<file path="config.mk">
export PLATFORM = sky130hd
export DESIGN_NAME = usart_host_ctrl
export DESIGN_NICKNAME = d
export VERILOG_FILES = /design/src/pkg/usart_host_pkg.sv /design/src/design/bus_cycle_seq.sv /design/src/design/usart_host_ctrl.sv
export VERILOG_INCLUDE_DIRS = /design/src /design/src/pkg
export SDC_FILE = /design/constraint.sdc
export NUM_CORES = 1
export LEC_CHECK = 0
export BUFFER_PORTS_ARGS = -buffer_cell sky130_fd_sc_hd__buf_2
export CORE_UTILIZATION = 53
export DETAILED_ROUTE_END_ITERATION = 6
export PLACE_DENSITY = 0.85
export SYNTH_ARGS = -nofsm -noshare
export SYNTH_HDL_FRONTEND = slang
export SYNTH_SLANG_ARGS = --single-unit
</file>
<file path="constraint.sdc">
create_clock -name pclk -period 5.3 [get_ports pclk]
set_input_delay 1.06 -clock pclk [delete_from_list [all_inputs] [get_ports pclk]]
set_output_delay 1.06 -clock pclk [all_outputs]
set_load 0.1 [all_outputs]
</file>
<file path="src/pkg/usart_host_defs.svh">
// Purpose: named constants for the serial-controller host bridge
// Assumes: 20 MHz pclk, APB3 register bus with 32-bit data
// Notes: definitions only, no logic
`ifndef USART_HOST_DEFS_SVH
`define USART_HOST_DEFS_SVH

// ----------------------------------------
// timing of one device bus cycle
// ----------------------------------------
`define CLK_PERIOD_NS 50
`define ADDR_SETUP_NS 50
`define STROBE_NS 250
`define ADDR_HOLD_NS 50

// ----------------------------------------
// own register map (byte addresses)
// ----------------------------------------
`define OFS_CTRL 12'h000
`define OFS_CMD 12'h004
`define OFS_STATUS 12'h008
`define OFS_RDATA 12'h00C

// ----------------------------------------
// field positions and reset values
// ----------------------------------------
`define CTRL_RESET_BIT 0
`define CTRL_TX_EN_BIT 1
`define CTRL_RESET_VAL 2'h1
`define CMD_DATA_LSB 0
`define CMD_SEL_LSB 8
`define CMD_WRITE_BIT 10
`define ST_BUSY_BIT 0
`define ST_RX_WAIT_BIT 1
`define ST_TX_FREE_BIT 2
`define ST_EMPTY_CHG_BIT 3
`define ST_DEV_RESET_BIT 4
`define ST_TX_EN_BIT 5
`define CYC_ZERO 4'h0
`define BYTE_ZERO 8'h00
`define WORD_ZERO 32'h00000000

`endif

</file>
<file path="src/pkg/usart_host_pkg.sv">
// Purpose: types shared by the host bridge modules
// Assumes: usart_host_defs.svh on the include path
// Notes: cycle counts are derived here from nanosecond figures
`include "usart_host_defs.svh"

package usart_host_pkg;

	// ----------------------------------------
	// bus cycle sequencer states
	// ----------------------------------------
	typedef enum logic [1:0] {
		ST_IDLE = 2'h0,
		ST_SETUP = 2'h1,
		ST_STROBE = 2'h3,
		ST_HOLD = 2'h2
	} seq_state_t;

	// one access request to the device
	typedef struct packed {
		logic write;
		logic [1:0] sel;
		logic [7:0] data;
	} dev_req_t;

	// processor-side pins of the device, host view
	typedef struct packed {
		logic ce_n;
		logic rw;
		logic [1:0] sel;
		logic [7:0] dout;
		logic doe;
	} dev_pins_t;

	// least time to whole cycles, never below one
	function automatic logic [3:0] ns_to_cycles(input int ns);
		int c;
		c = (ns + `CLK_PERIOD_NS - 1) / `CLK_PERIOD_NS;
		if (c < 1) begin
			c = 1;
		end
		return c[3:0];
	endfunction

endpackage

</file>
<file path="src/design/bus_cycle_seq.sv">
// Purpose: runs one read or write cycle on the device's processor bus
// Assumes: start is a one-cycle pulse, only given while idle
// Notes: address and direction stay put from setup through hold
`timescale 1ns/1ps
`default_nettype none

module bus_cycle_seq (
	input wire logic pclk, // system clock
	input wire logic presetn, // async reset, active low
	input wire logic start, // begin a cycle, one-cycle pulse
	input wire usart_host_pkg::dev_req_t req, // access to perform
	input wire logic [7:0] din, // device data bus as seen by host
	output usart_host_pkg::dev_pins_t pins, // registered pin drive
	output logic busy, // cycle in progress
	output logic done, // cycle finished, one-cycle pulse
	output logic [7:0] rdata // byte captured on a read
);
	import usart_host_pkg::*;

	localparam logic [3:0] SETUP_CYC = ns_to_cycles(`ADDR_SETUP_NS);
	localparam logic [3:0] STROBE_CYC = ns_to_cycles(`STROBE_NS);
	localparam logic [3:0] HOLD_CYC = ns_to_cycles(`ADDR_HOLD_NS);

	seq_state_t state_reg;
	logic [3:0] cnt_reg;
	dev_pins_t pins_reg;
	logic done_reg;
	logic [7:0] rdata_reg;
	logic last;

	assign last = (cnt_reg == `CYC_ZERO);

	// ----------------------------------------
	// state and cycle counter
	// ----------------------------------------
	always_ff @(posedge pclk or negedge presetn) begin
		if (!presetn) begin
			state_reg <= ST_IDLE;
			cnt_reg <= `CYC_ZERO;
		end else begin
			unique case (state_reg)
				ST_IDLE: begin
					if (start) begin
						state_reg <= ST_SETUP;
						cnt_reg <= SETUP_CYC - 4'h1;
					end
				end
				ST_SETUP: begin
					if (last) begin
						state_reg <= ST_STROBE;
						cnt_reg <= STROBE_CYC - 4'h1;
					end else begin
						cnt_reg <= cnt_reg - 4'h1;
					end
				end
				ST_STROBE: begin
					if (last) begin
						state_reg <= ST_HOLD;
						cnt_reg <= HOLD_CYC - 4'h1;
					end else begin
						cnt_reg <= cnt_reg - 4'h1;
					end
				end
				ST_HOLD: begin
					if (last) begin
						state_reg <= ST_IDLE;
					end else begin
						cnt_reg <= cnt_reg - 4'h1;
					end
				end
			endcase
		end
	end

	// ----------------------------------------
	// pin drive
	// ----------------------------------------
	// select and direction latch at start and never move while enable is low
	always_ff @(posedge pclk or negedge presetn) begin
		if (!presetn) begin
			pins_reg.ce_n <= 1'b1;
			pins_reg.rw <= 1'b0;
			pins_reg.sel <= 2'h0;
			pins_reg.dout <= `BYTE_ZERO;
			pins_reg.doe <= 1'b0;
		end else begin
			if (state_reg == ST_IDLE && start) begin
				pins_reg.rw <= req.write;
				pins_reg.sel <= req.sel;
				pins_reg.dout <= req.data;
				pins_reg.doe <= req.write; // drive only on writes
			end
			if (state_reg == ST_SETUP && last) begin
				pins_reg.ce_n <= 1'b0;
			end
			if (state_reg == ST_STROBE && last) begin
				pins_reg.ce_n <= 1'b1;
			end
			if (state_reg == ST_HOLD && last) begin
				pins_reg.doe <= 1'b0;
			end
		end
	end

	// ----------------------------------------
	// read capture and completion
	// ----------------------------------------
	// sample at the end of the strobe, when the device data has settled longest
	always_ff @(posedge pclk or negedge presetn) begin
		if (!presetn) begin
			rdata_reg <= `BYTE_ZERO;
			done_reg <= 1'b0;
		end else begin
			if (state_reg == ST_STROBE && last && !pins_reg.rw) begin
				rdata_reg <= din;
			end
			done_reg <= (state_reg == ST_HOLD) && last;
		end
	end

	assign pins = pins_reg;
	assign busy = (state_reg != ST_IDLE);
	assign done = done_reg;
	assign rdata = rdata_reg;

endmodule

`default_nettype wire

</file>
<file path="src/design/usart_host_ctrl.sv">
// Purpose: APB-controlled host that drives a serial controller's processor bus
// Assumes: device inputs synchronous to pclk; pull-ups outside the block
// Notes: one device access per command write; refused commands are dropped
//
// Behaviour
// - device acts only while chip enable is low; otherwise its bus floats
// - direction low reads, high writes; ignored while chip enable is high
// - two select lines with direction choose the device register
// - host honours transmit-ready only while the transmitter is enabled
//
// The implementer's own choices: the address map and the APB slave port.
`timescale 1ns/1ps
`default_nettype none

module usart_host_ctrl (
	input wire logic pclk, // system clock, 20 MHz
	input wire logic presetn, // async reset, active low
	input wire logic [11:0] paddr, // APB byte address
	input wire logic psel, // APB select
	input wire logic penable, // APB access phase
	input wire logic pwrite, // APB direction, high writes
	input wire logic [31:0] pwdata, // APB write data
	output logic pready, // APB ready
	output logic [31:0] prdata, // APB read data
	output logic pslverr, // APB error, unmapped address
	output logic dev_ce_n, // device chip enable, active low
	output logic dev_rw, // device direction, high writes
	output logic [1:0] dev_sel, // device register select
	output logic [7:0] dev_data_out, // data driven toward device
	output logic dev_data_oe, // high while host drives data
	input wire logic [7:0] dev_data_in, // data bus level
	output logic dev_reset, // device master reset, active high
	input wire logic rx_char_waiting_n, // receive-ready, active low
	input wire logic tx_holding_free_n, // transmit-ready, active low
	input wire logic tx_empty_or_modem_change_n // empty/change, active low
);
	import usart_host_pkg::*;

	logic pready_reg;
	logic [31:0] prdata_reg;
	logic pslverr_reg;
	logic [1:0] ctrl_reg;
	dev_req_t req_reg;
	logic start_reg;
	logic [7:0] rdata_reg;
	logic rx_n_reg;
	logic tx_n_reg;
	logic emc_n_reg;
	logic seq_busy;
	logic seq_done;
	logic [7:0] seq_rdata;
	dev_pins_t seq_pins;
	logic access;
	logic commit;
	logic cmd_ok;
	logic mapped;
	logic [31:0] status_word;

	// ----------------------------------------
	// bus decode
	// ----------------------------------------
	// first access cycle computes the answer, second one commits with pready high
	assign access = psel && penable && !pready_reg;
	assign commit = psel && penable && pready_reg && pwrite;
	assign mapped = (paddr == `OFS_CTRL) || (paddr == `OFS_CMD) ||
		(paddr == `OFS_STATUS) || (paddr == `OFS_RDATA);
	// commands are taken only when the device is out of reset and the bus is free
	assign cmd_ok = !ctrl_reg[`CTRL_RESET_BIT] && !seq_busy && !start_reg;

	// status word, ready indications inverted to active high
	always_comb begin
		status_word = `WORD_ZERO;
		status_word[`ST_BUSY_BIT] = seq_busy || start_reg;
		status_word[`ST_RX_WAIT_BIT] = !rx_n_reg;
		// transmit-ready means nothing while the transmitter is off
		status_word[`ST_TX_FREE_BIT] = !tx_n_reg && ctrl_reg[`CTRL_TX_EN_BIT];
		status_word[`ST_EMPTY_CHG_BIT] = !emc_n_reg;
		status_word[`ST_DEV_RESET_BIT] = ctrl_reg[`CTRL_RESET_BIT];
		status_word[`ST_TX_EN_BIT] = ctrl_reg[`CTRL_TX_EN_BIT];
	end

	// ----------------------------------------
	// APB answer
	// ----------------------------------------
	always_ff @(posedge pclk or negedge presetn) begin
		if (!presetn) begin
			pready_reg <= 1'b0;
			prdata_reg <= `WORD_ZERO;
			pslverr_reg <= 1'b0;
		end else begin
			pready_reg <= access;
			// error stands with pready only, never into the idle cycle after it
			pslverr_reg <= access && !mapped;
			if (access) begin
				prdata_reg <= `WORD_ZERO;
				if (!pwrite) begin
					unique case (1'b1)
						(paddr == `OFS_CTRL): prdata_reg <= {30'h0, ctrl_reg};
						(paddr == `OFS_STATUS): prdata_reg <= status_word;
						(paddr == `OFS_RDATA): prdata_reg <= {24'h0, rdata_reg};
						default: prdata_reg <= `WORD_ZERO;
					endcase
				end
			end
		end
	end

	// ----------------------------------------
	// control register
	// ----------------------------------------
	// device reset comes up asserted so the device starts cleared
	always_ff @(posedge pclk or negedge presetn) begin
		if (!presetn) begin
			ctrl_reg <= `CTRL_RESET_VAL;
		end else if (commit && paddr == `OFS_CTRL) begin
			ctrl_reg[`CTRL_RESET_BIT] <= pwdata[`CTRL_RESET_BIT];
			ctrl_reg[`CTRL_TX_EN_BIT] <= pwdata[`CTRL_TX_EN_BIT];
		end
	end

	// ----------------------------------------
	// command launch
	// ----------------------------------------
	// a command arriving while busy or in reset is dropped, not queued
	always_ff @(posedge pclk or negedge presetn) begin
		if (!presetn) begin
			req_reg <= '0;
			start_reg <= 1'b0;
		end else begin
			start_reg <= 1'b0;
			if (commit && paddr == `OFS_CMD && cmd_ok) begin
				req_reg.data <= pwdata[`CMD_DATA_LSB +: 8];
				req_reg.sel <= pwdata[`CMD_SEL_LSB +: 2];
				req_reg.write <= pwdata[`CMD_WRITE_BIT];
				start_reg <= 1'b1;
			end
		end
	end

	// ----------------------------------------
	// read data and pin sampling
	// ----------------------------------------
	// inputs come synchronous, one stage keeps status reads glitch free
	always_ff @(posedge pclk or negedge presetn) begin
		if (!presetn) begin
			rdata_reg <= `BYTE_ZERO;
			rx_n_reg <= 1'b1;
			tx_n_reg <= 1'b1;
			emc_n_reg <= 1'b1;
		end else begin
			if (seq_done && !req_reg.write) begin
				rdata_reg <= seq_rdata;
			end
			rx_n_reg <= rx_char_waiting_n;
			tx_n_reg <= tx_holding_free_n;
			emc_n_reg <= tx_empty_or_modem_change_n;
		end
	end

	// ----------------------------------------
	// device bus cycle engine
	// ----------------------------------------
	bus_cycle_seq u_seq (
		.pclk(pclk),
		.presetn(presetn),
		.start(start_reg),
		.req(req_reg),
		.din(dev_data_in),
		.pins(seq_pins),
		.busy(seq_busy),
		.done(seq_done),
		.rdata(seq_rdata)
	);

	// outputs straight from registers
	assign pready = pready_reg;
	assign prdata = prdata_reg;
	assign pslverr = pslverr_reg;
	assign dev_ce_n = seq_pins.ce_n;
	assign dev_rw = seq_pins.rw;
	assign dev_sel = seq_pins.sel;
	assign dev_data_out = seq_pins.dout;
	assign dev_data_oe = seq_pins.doe;
	assign dev_reset = ctrl_reg[`CTRL_RESET_BIT];

endmodule

`default_nettype wire

</file>
**Yosys cells after proc, flatten, opt, wreduce, memory -nomap -nowiden**

Cells that the tools add are included.

- Register bits: 87
- Input port bits: 60

- $add $sub $neg: 1
- Equality and inequality tests: 11
- Multiplexer cells: 17
- Reduce and logical (&&, ||, !) cells: 39

Operators with widths:

| kind | count |
|---|---|
| 32-bit 2-to-1 mux | 1 |
| 12-bit by 4-bit equality test with 1-bit output (second input constant) | 2 |
| 8-bit case mux with 3 select lines | 1 |
| 1-bit logical AND | 17 |
| 4-bit 2-to-1 mux | 4 |
| 4-bit case mux with 4 select lines | 1 |
| 12-bit by 3-bit equality test with 1-bit output (second input constant) | 1 |
| 12-bit logical NOT | 1 |
| 1-bit logical NOT | 10 |
| 2-bit 2-to-1 mux | 4 |
| 2-bit case mux with 4 select lines | 1 |
| 2-bit by 1-bit inequality test with 1-bit output (second input constant) | 3 |
| 2-bit nonzero test | 3 |
| 1-bit 2-to-1 mux | 5 |
| 2-bit equality test (second input constant) | 2 |
| 4-bit logical NOT | 1 |
| 1-bit logical OR | 4 |
| 2-bit inequality test (second input constant) | 2 |
| 4-bit AND reduction | 1 |
| 4-bit by 1-bit subtractor with 4-bit output (second input constant) | 1 |
| 2-bit by 1-bit equality test with 1-bit output (second input constant) | 1 |
| 2-bit logical NOT | 1 |
| 2-bit AND reduction | 1 |

**Logic depth before layout (Yosys ltp)**

Gate-level depths: netlist of run 1.

- Word-level depth: 6
- Mapped depth: 7
- Mapped depth without buffers: 6

**Modules after synthesis**

Synthesis of run 1 repeated with hierarchy kept, for this count alone.

- Cells, all modules: 230
- Area, all modules: 2855.2 um2

By module, submodules not included:

| module | instances | cells each | area each (um2) | sequential area each (um2) |
|---|---|---|---|---|
| usart_host_ctrl | 1 | 136 | 1646.6 | 880.8 |
| bus_cycle_seq | 1 | 94 | 1208.7 | 701.9 |

**Worst setup path before layout of run 1**

OpenSTA, ideal clock, no wires.

- Kind: input to register
- Start: in paddr[5]
- End: reg req_reg[10] in the netlist's numbering
- Library setup time: 125 ps
- Arrival time: 2259 ps
- Data required time: 5175 ps
- Setup slack: 2916 ps
- Stages: 5
- Buffers on the path: 1
- Cell sequence: nor4_2 nand4_1 nor3_1 buf_2 mux2_2

- Word-level cells in the longest chain between the ends: 3

RTL lines:

| what | line | RTL |
|---|---|---|
| from (decl) | usart_host_ctrl.sv:18 | `input wire logic [11:0] paddr,` |
| 12-bit by 3-bit equality test with 1-bit output (no line) | - |  |
| 1-bit logical AND (no line) | - |  |
| 1-bit logical AND | usart_host_ctrl.sv:131 | `` if (commit && paddr == `OFS_CMD && cmd_ok) begin `` |
| to (decl) | usart_host_ctrl.sv:43 | `dev_req_t req_reg;` |

No other way between the ends.
A chain may end at the register's enable or synchronous reset.

**Worst setup path in the final report of run 1**

- Start: in paddr[1]
- End: reg req_reg[2] in the netlist's numbering

Same word-level chain as after synthesis.

==> results.py, run 1 <==
metrics = {
    "detailed_routing": {
        "final_antenna_net_count": 0,
        "drt-vias-per-instance": 5.177,
        "initialDrtViolationCount": 51,
        "wl_per_cell_um": 14.19,
        "first_pass_iters": 4,
        "drc": 0,
        "routed_wl_mm": 5.279,
        "vias": 1926,
    },
    "yosys": {
        "syn_avg_cell_area_um2": 12.45,
        "ys_types": 47,
        "synth_fa_ha_area_frac": 0.004294,
        "muxShareOfSynthArea": 0.1778,
        "yosys_warnings": 0,
        "syn_area_um2": 2914,
        "synth_top_family_by_area": "multiplexers",
        "synth_area_leader_cell": "dfrtp_1",
        "seq_area_frac_synth": 0.5432,
        "yosys.area_share.simple": 0.1211,
        "synth_xor_area_frac": 0.003006,
        "synth_compound_area_frac": 0.05925,
        "syn_inst": 234,
        "ys_ff_latch": 63,
        "synth_area_leaders": "dfrtp_1 (50%), mux2_2 (12%), buf_4 (6.2%)",
        "synth.top_cell.area_share": 0.4981,
    },
    "timing": {
        "hold_viol": 0,
        "timing.hold.ws_ps": 475.2,
        "finalCritPeriodShare": 0.4895,
        "clock_skew_ps": 9.068,
        "setup_viol": 0,
        "rsz0062_at_grt": "false",
        "finalMaxSlewViolations": 0,
        "setup_tns_ps": 0,
        "worstMarginPinSlew_ps": 1019,
        "timing.fmax_mhz": 385.5,
        "slew_headroom": 0.3175,
        "fin_crit_ps": 2594,
    },
    "placed_design": {
        "postPlaceCellArea_um2": 3179,
        "port_buffers": 62,
        "gp_congestion": 0.8118,
        "dp.final_hpwl_mm": 3.682,
    },
    "cts": {
        "clockRootBuffer": "clkbuf_8",
        "cts_resized": 0,
        "cts_setup_buffers": 0,
        "cts_max_level": 3,
        "numCtsBuffers": 9,
        "cts_tree": "yes",
        "clk_pin_slew_ps": 70,
        "clock_path_buffers": 2,
        "postCtsHoldBufs": 0,
        "cts.sinks": 63,
        "clkLatencyLatePin_ps": 340,
    },
    "final_layout": {
        "synthToLayoutAreaGrowth_pct": 15.50,
        "drive_gt1_frac": 0.4503,
        "fin_area_um2": 3366,
        "largest_reg_flops": 13,
        "nNetsFinal": 358,
        "diodes": 0,
        "layout_common_cells": "buf_2 (62), dfrtp_1 (58), mux2_2 (30)",
        "multi_input_area_um2": 1165,
        "nFillCells": 416,
        "seqCellArea_um2": 1583,
        "mostFrequentLayoutCell": "buf_2",
    },
    "floorplanning": {
        "start_util": 0.5599,
        "die_area_um2": 5799,
        "core.rowCount": 26,
        "io_pins": 108,
        "coreArea_um2": 5205,
        "die_x_um": 76.15,
        "fp.dieH_um": 76.15,
    },
    "power_and_ir_drop": {
        "p_leak_uw": 0.001736,
        "power_density_nw_per_um2": 297.7,
        "peakVddDrop_mv": 0.2148,
    },
    "global_route": {
        "grt_pass1_vias": 1887,
        "grt_pass1_wl_mm": 8.901,
        "grt-ovfl-total": 0,
        "grt_usage": 0.2031,
        "antenna_found_initial": 0,
        "grt_max_degree": 64,
    },
    "worst_setup_path": {
        "cp.arrival_ps": 2820,
        "crit_path_max_fanout": 11,
        "cp-end-kind": "flip-flop",
        "criticalPathCategory": "input pin to flip-flop",
        "cp.required_ps": 5530,
        "critPathLaunchType": "input pin",
    },
    "worst_hold_path": {
        "min-delay-path-class": "flip-flop to flip-flop",
    },
    "run": {
        "cap_violations": 0,
    },
    "run_status": {
        "outcome": "finished clean",
    },
}
metrics by stage:
step	total power [µW]	utilization	setup WS, ps	std cells
after floorplan	607.4	-	2916	257
after global placement	621.1	0.6108	2309	356
after detailed placement	622.9	0.6108	2322	356
after CTS	1013	0.6466	2673	372
after global routing	1035	0.6466	2546	372
final	1002	0.6466	2706	372
worst paths after layout:
kind                                    startpoint        endpoint  slack, ps  cells after the start
worst max register to register  u_seq.state_reg[0]      req_reg[2]       2880                      4
max in group asynchronous                  presetn   u_seq.pins[1]       3930                      2
min in group asynchronous                  presetn       prdata[5]        860                      2
worst min register to register      u_seq.pins[12]  u_seq.pins[12]        480                      2
worst min-delay path                u_seq.pins[12]  u_seq.pins[12]        480                      2
worst max-delay path                      paddr[1]      req_reg[2]       2710                      5
synth_stat cells, drive strengths merged:
cell type	n
nor3	5
clkbuf	5
o2111ai	1
nand4	3
a311oi	1
nand3	3
dfrtp	58
mux2	40
o41a	1
a221o	2
and2	2
nand2	16
and3	1
conb	1
xnor2	1
and3b	1
nand3b	1
nor2b	1
ha	1
or3	2
mux2i	3
or2	2
nor3b	6
or4	2
o211ai	1
inv	7
nand2b	1
o21ai	16
a31oi	1
dfstp	5
nor4	2
buf	29
nor4b	1
nor2	7
a211oi	1
o31ai	1
or4b	1
a21oi	2
kinds of logic (layout without fill, tap and decap cells):
group	after synthesis	in the layout
AO/OA/AOI/OAI	27	27
XOR/XNOR	1	1
adder cells (fa/ha/maj)	1	1
buffers and inverters	41	86
flip-flops	63	63
multiplexers	43	43
other	1	24
AND/OR/NAND/NOR	57	57
layout make-up:
cell class / instances / share of cell area
clock buffers: 13 / 0.05019
flip-flops and latches: 63 / 0.4703
multi-input cells: 153 / 0.3461
clock inverters: 3 / 0.005204
repair buffers: 63 / 0.09442
inverters: 7 / 0.007807
well taps: 70 / 0.02602
critical path: stages:
cell	delay (ps)
buf_2	100
nor2_1	290
nand4_1	160
nor3_2	790
mux2_2	430
routing by layer:
metal | track usage | vias up | share of wire
met3 | 0.05030 | 11 | 0.067
li1 | - | 898 | -
met5 | 0 | - | 0
met1 | 0.2619 | 930 | 0.44
met4 | 0.1327 | 0 | 0.024
met2 | 0.3064 | 87 | 0.47
power by group:
part           leakage [µW]  switching (µW)  internal (µW)
Clock             0.0000954             182            207
Combinational      0.000799             103           19.3
Sequential         0.000842            3.25            488
Total               0.00174             288            713
(Power assumes the default switching activity.)
==> run 2: changes to the inputs <==
- CORE_UTILIZATION: 53 -> 49
- PLACE_DENSITY: 0.85 -> 0.79
- clock period: 5.3 -> 2.7 ns (I/O delays scaled with it)
==> run 2 against run 1 <==
Effect of this change: utilization decreased by 4.0 points; cell area increased by 1.0%; sequential share of layout area decreased by 0.48 points; clock skew decreased by 1.6 ps; sequential power increased by 96%; combinational power increased by 98%; register-to-register slack got worse by 2500 ps; setup slack got worse by 2300 ps; highest routed layer unchanged.
==> results.py, run 2 (synthesized netlist as in run 1, its figures left out) <==
metrics = {
    "final_layout": {
        "mostFrequentLayoutCell": "buf_2",
        "diodes": 0,
        "nNetsFinal": 360,
        "drive_gt1_frac": 0.4474,
        "largest_reg_flops": 13,
        "layout_common_cells": "buf_2 (62), dfrtp_1 (58), mux2_2 (30)",
        "multi_input_area_um2": 1165,
        "seqCellArea_um2": 1583,
        "nFillCells": 473,
        "synthToLayoutAreaGrowth_pct": 16.70,
    },
    "detailed_routing": {
        "wl_per_cell_um": 14.65,
        "initialDrtViolationCount": 84,
        "vias": 1930,
        "final_antenna_net_count": 0,
        "first_pass_iters": 4,
        "drt-vias-per-instance": 5.133,
        "routed_wl_mm": 5.507,
        "drc": 0,
    },
    "worst_hold_path": {
        "min-delay-path-class": "input pin to asynchronous set/reset pin",
    },
    "timing": {
        "fin_crit_ps": 2287,
        "setup_tns_ps": 0,
        "timing.hold.ws_ps": 255.5,
        "hold_viol": 0,
        "finalCritPeriodShare": 0.8471,
        "timing.fmax_mhz": 437.2,
        "worstMarginPinSlew_ps": 725.6,
        "rsz0062_at_grt": "false",
        "slew_headroom": 0.5163,
        "finalMaxSlewViolations": 0,
        "clock_skew_ps": 7.464,
        "setup_viol": 0,
    },
    "worst_setup_path": {
        "crit_buf_inv": 1,
        "criticalPathCategory": "flip-flop to flip-flop",
        "cp-end-kind": "flip-flop",
        "r2r_start": "u_seq.cnt_reg[0]",
        "crit_family": "simple AND/OR/NAND/NOR gates",
        "reg2reg_to": "u_seq.rdata[1]",
        "critical-path-slowest-cell": "or3_1",
        "cp.arrival_ps": 2510,
        "cp.required_ps": 2920,
        "r2r.worst_path.cells": 6,
        "path_cells": "inv_1 > ha_1 > nor3b_4 > nand2_2 > or3_1 > mux2_4",
        "reg2reg_slack_ps": 410,
        "crit_path_max_fanout": 8,
        "critPathLaunchType": "flip-flop",
        "critPathMaxStageDelay_ps": 550,
    },
    "run": {
        "cap_violations": 0,
    },
    "floorplanning": {
        "fp.dieH_um": 79.12,
        "coreArea_um2": 5608,
        "start_util": 0.5196,
        "io_pins": 108,
        "core.rowCount": 27,
        "die_x_um": 79.12,
        "die_area_um2": 6259,
    },
    "cts": {
        "clk_pin_slew_ps": 60,
        "clkLatencyLatePin_ps": 340,
        "clockRootBuffer": "clkbuf_8",
        "cts_resized": 0,
        "cts_max_level": 3,
        "cts_tree": "yes",
        "postCtsHoldBufs": 0,
        "numCtsBuffers": 9,
        "clock_path_buffers": 2,
        "cts_setup_buffers": 0,
        "cts.sinks": 63,
    },
    "power_and_ir_drop": {
        "p_sw_frac": 0.2774,
        "p_leak_uw": 0.001750,
        "peakVddDrop_mv": 0.4322,
        "power_frac_seq": 0.481,
        "power_density_nw_per_um2": 589.3,
        "power_frac_clock": 0.398,
        "switching_power_uw": 556.0,
        "internal-power_uw": 1448,
        "p_comb_frac": 0.121,
    },
    "global_route": {
        "grt-ovfl-total": 0,
        "grt_usage": 0.2003,
        "grt.busiest_layer": "met2",
        "antenna_found_initial": 0,
        "grt_pass1_vias": 1955,
        "grt_max_degree": 33,
        "grtUsageMet2": 0.3086,
        "met1_usage": 0.2444,
        "grt_pass1_wl_mm": 9.218,
        "grtUsageMet3": 0.08276,
    },
    "placed_design": {
        "gp_congestion": 0.7482,
        "dp.final_hpwl_mm": 3.889,
        "port_buffers": 62,
    },
    "run_status": {
        "outcome": "finished clean",
    },
}
[run 2: cell types whose count changed in the layout (fill, tap and decap cells not counted), sizes merged]
cell    delta
bufinv     +1
clkinv     -1
buf        +2
[run 2: cell type report]
| type | count | share of cell area |
|---|---|---|
| Multi-Input combinational cell | 153 | 0.3425 |
| Sequential cell | 63 | 0.4654 |
| Tap cell | 72 | 0.02649 |
| Clock inverter | 3 | 0.01251 |
| Timing Repair Buffer | 65 | 0.1015 |
| Inverter | 7 | 0.007726 |
| Clock buffer | 13 | 0.04378 |
[run 2: power by group through the flow]
| stage | clock network [µW] | logic (µW) | registers [µW] |
|---|---|---|---|
| detailed placement | 0 | 244 | 981 |
| floorplan | 0 | 201 | 991 |
| global route | 851 | 257 | 964 |
| CTS | 815 | 245 | 964 |
| global placement | 0 | 241 | 980 |
| finish | 797 | 243 | 964 |
[run 2: worst max path at each step]
| stage | start | slack [ps] | to | cells after the start |
|---|---|---|---|---|
| after floorplan | pready | 580 | req_reg[10] | 5 |
| after global routing | u_seq.cnt_reg[1] | 270 | u_seq.rdata[1] | 6 |
| final | u_seq.cnt_reg[0] | 410 | u_seq.rdata[1] | 6 |
| after detailed placement | u_seq.cnt_reg[0] | 430 | u_seq.rdata[1] | 6 |
| after global placement | u_seq.cnt_reg[0] | 520 | u_seq.rdata[5] | 6 |
| after CTS | u_seq.cnt_reg[0] | 410 | u_seq.rdata[1] | 6 |
[run 2: worst reg2reg max path, cell delays in order (launching register included)]
cell	delay [ps]
dfrtp_1	430
inv_1	80
ha_1	240
nor3b_4	370
nand2_2	120
or3_1	550
mux2_4	380
[run 2: routing by layer]
layer	up-vias	wire [µm]
li1	902	-
met1	925	2462
met2	91	2477
met3	12	460
met4	0	106
met5	-	0
[run 2: per-stage QoR]
stage               setup WS, ps  utilization  total power [µW]  area, µm²  std cells
finish                     412.8       0.6064              2004       3401        376
global route               274.8       0.6064              2072       3401        376
CTS                        410.4       0.6064              2023       3401        376
detailed placement         434.4       0.5723              1225       3209        360
global placement           521.0       0.5723              1222       3209        360
floorplan                  575.7            -              1192       3000        257
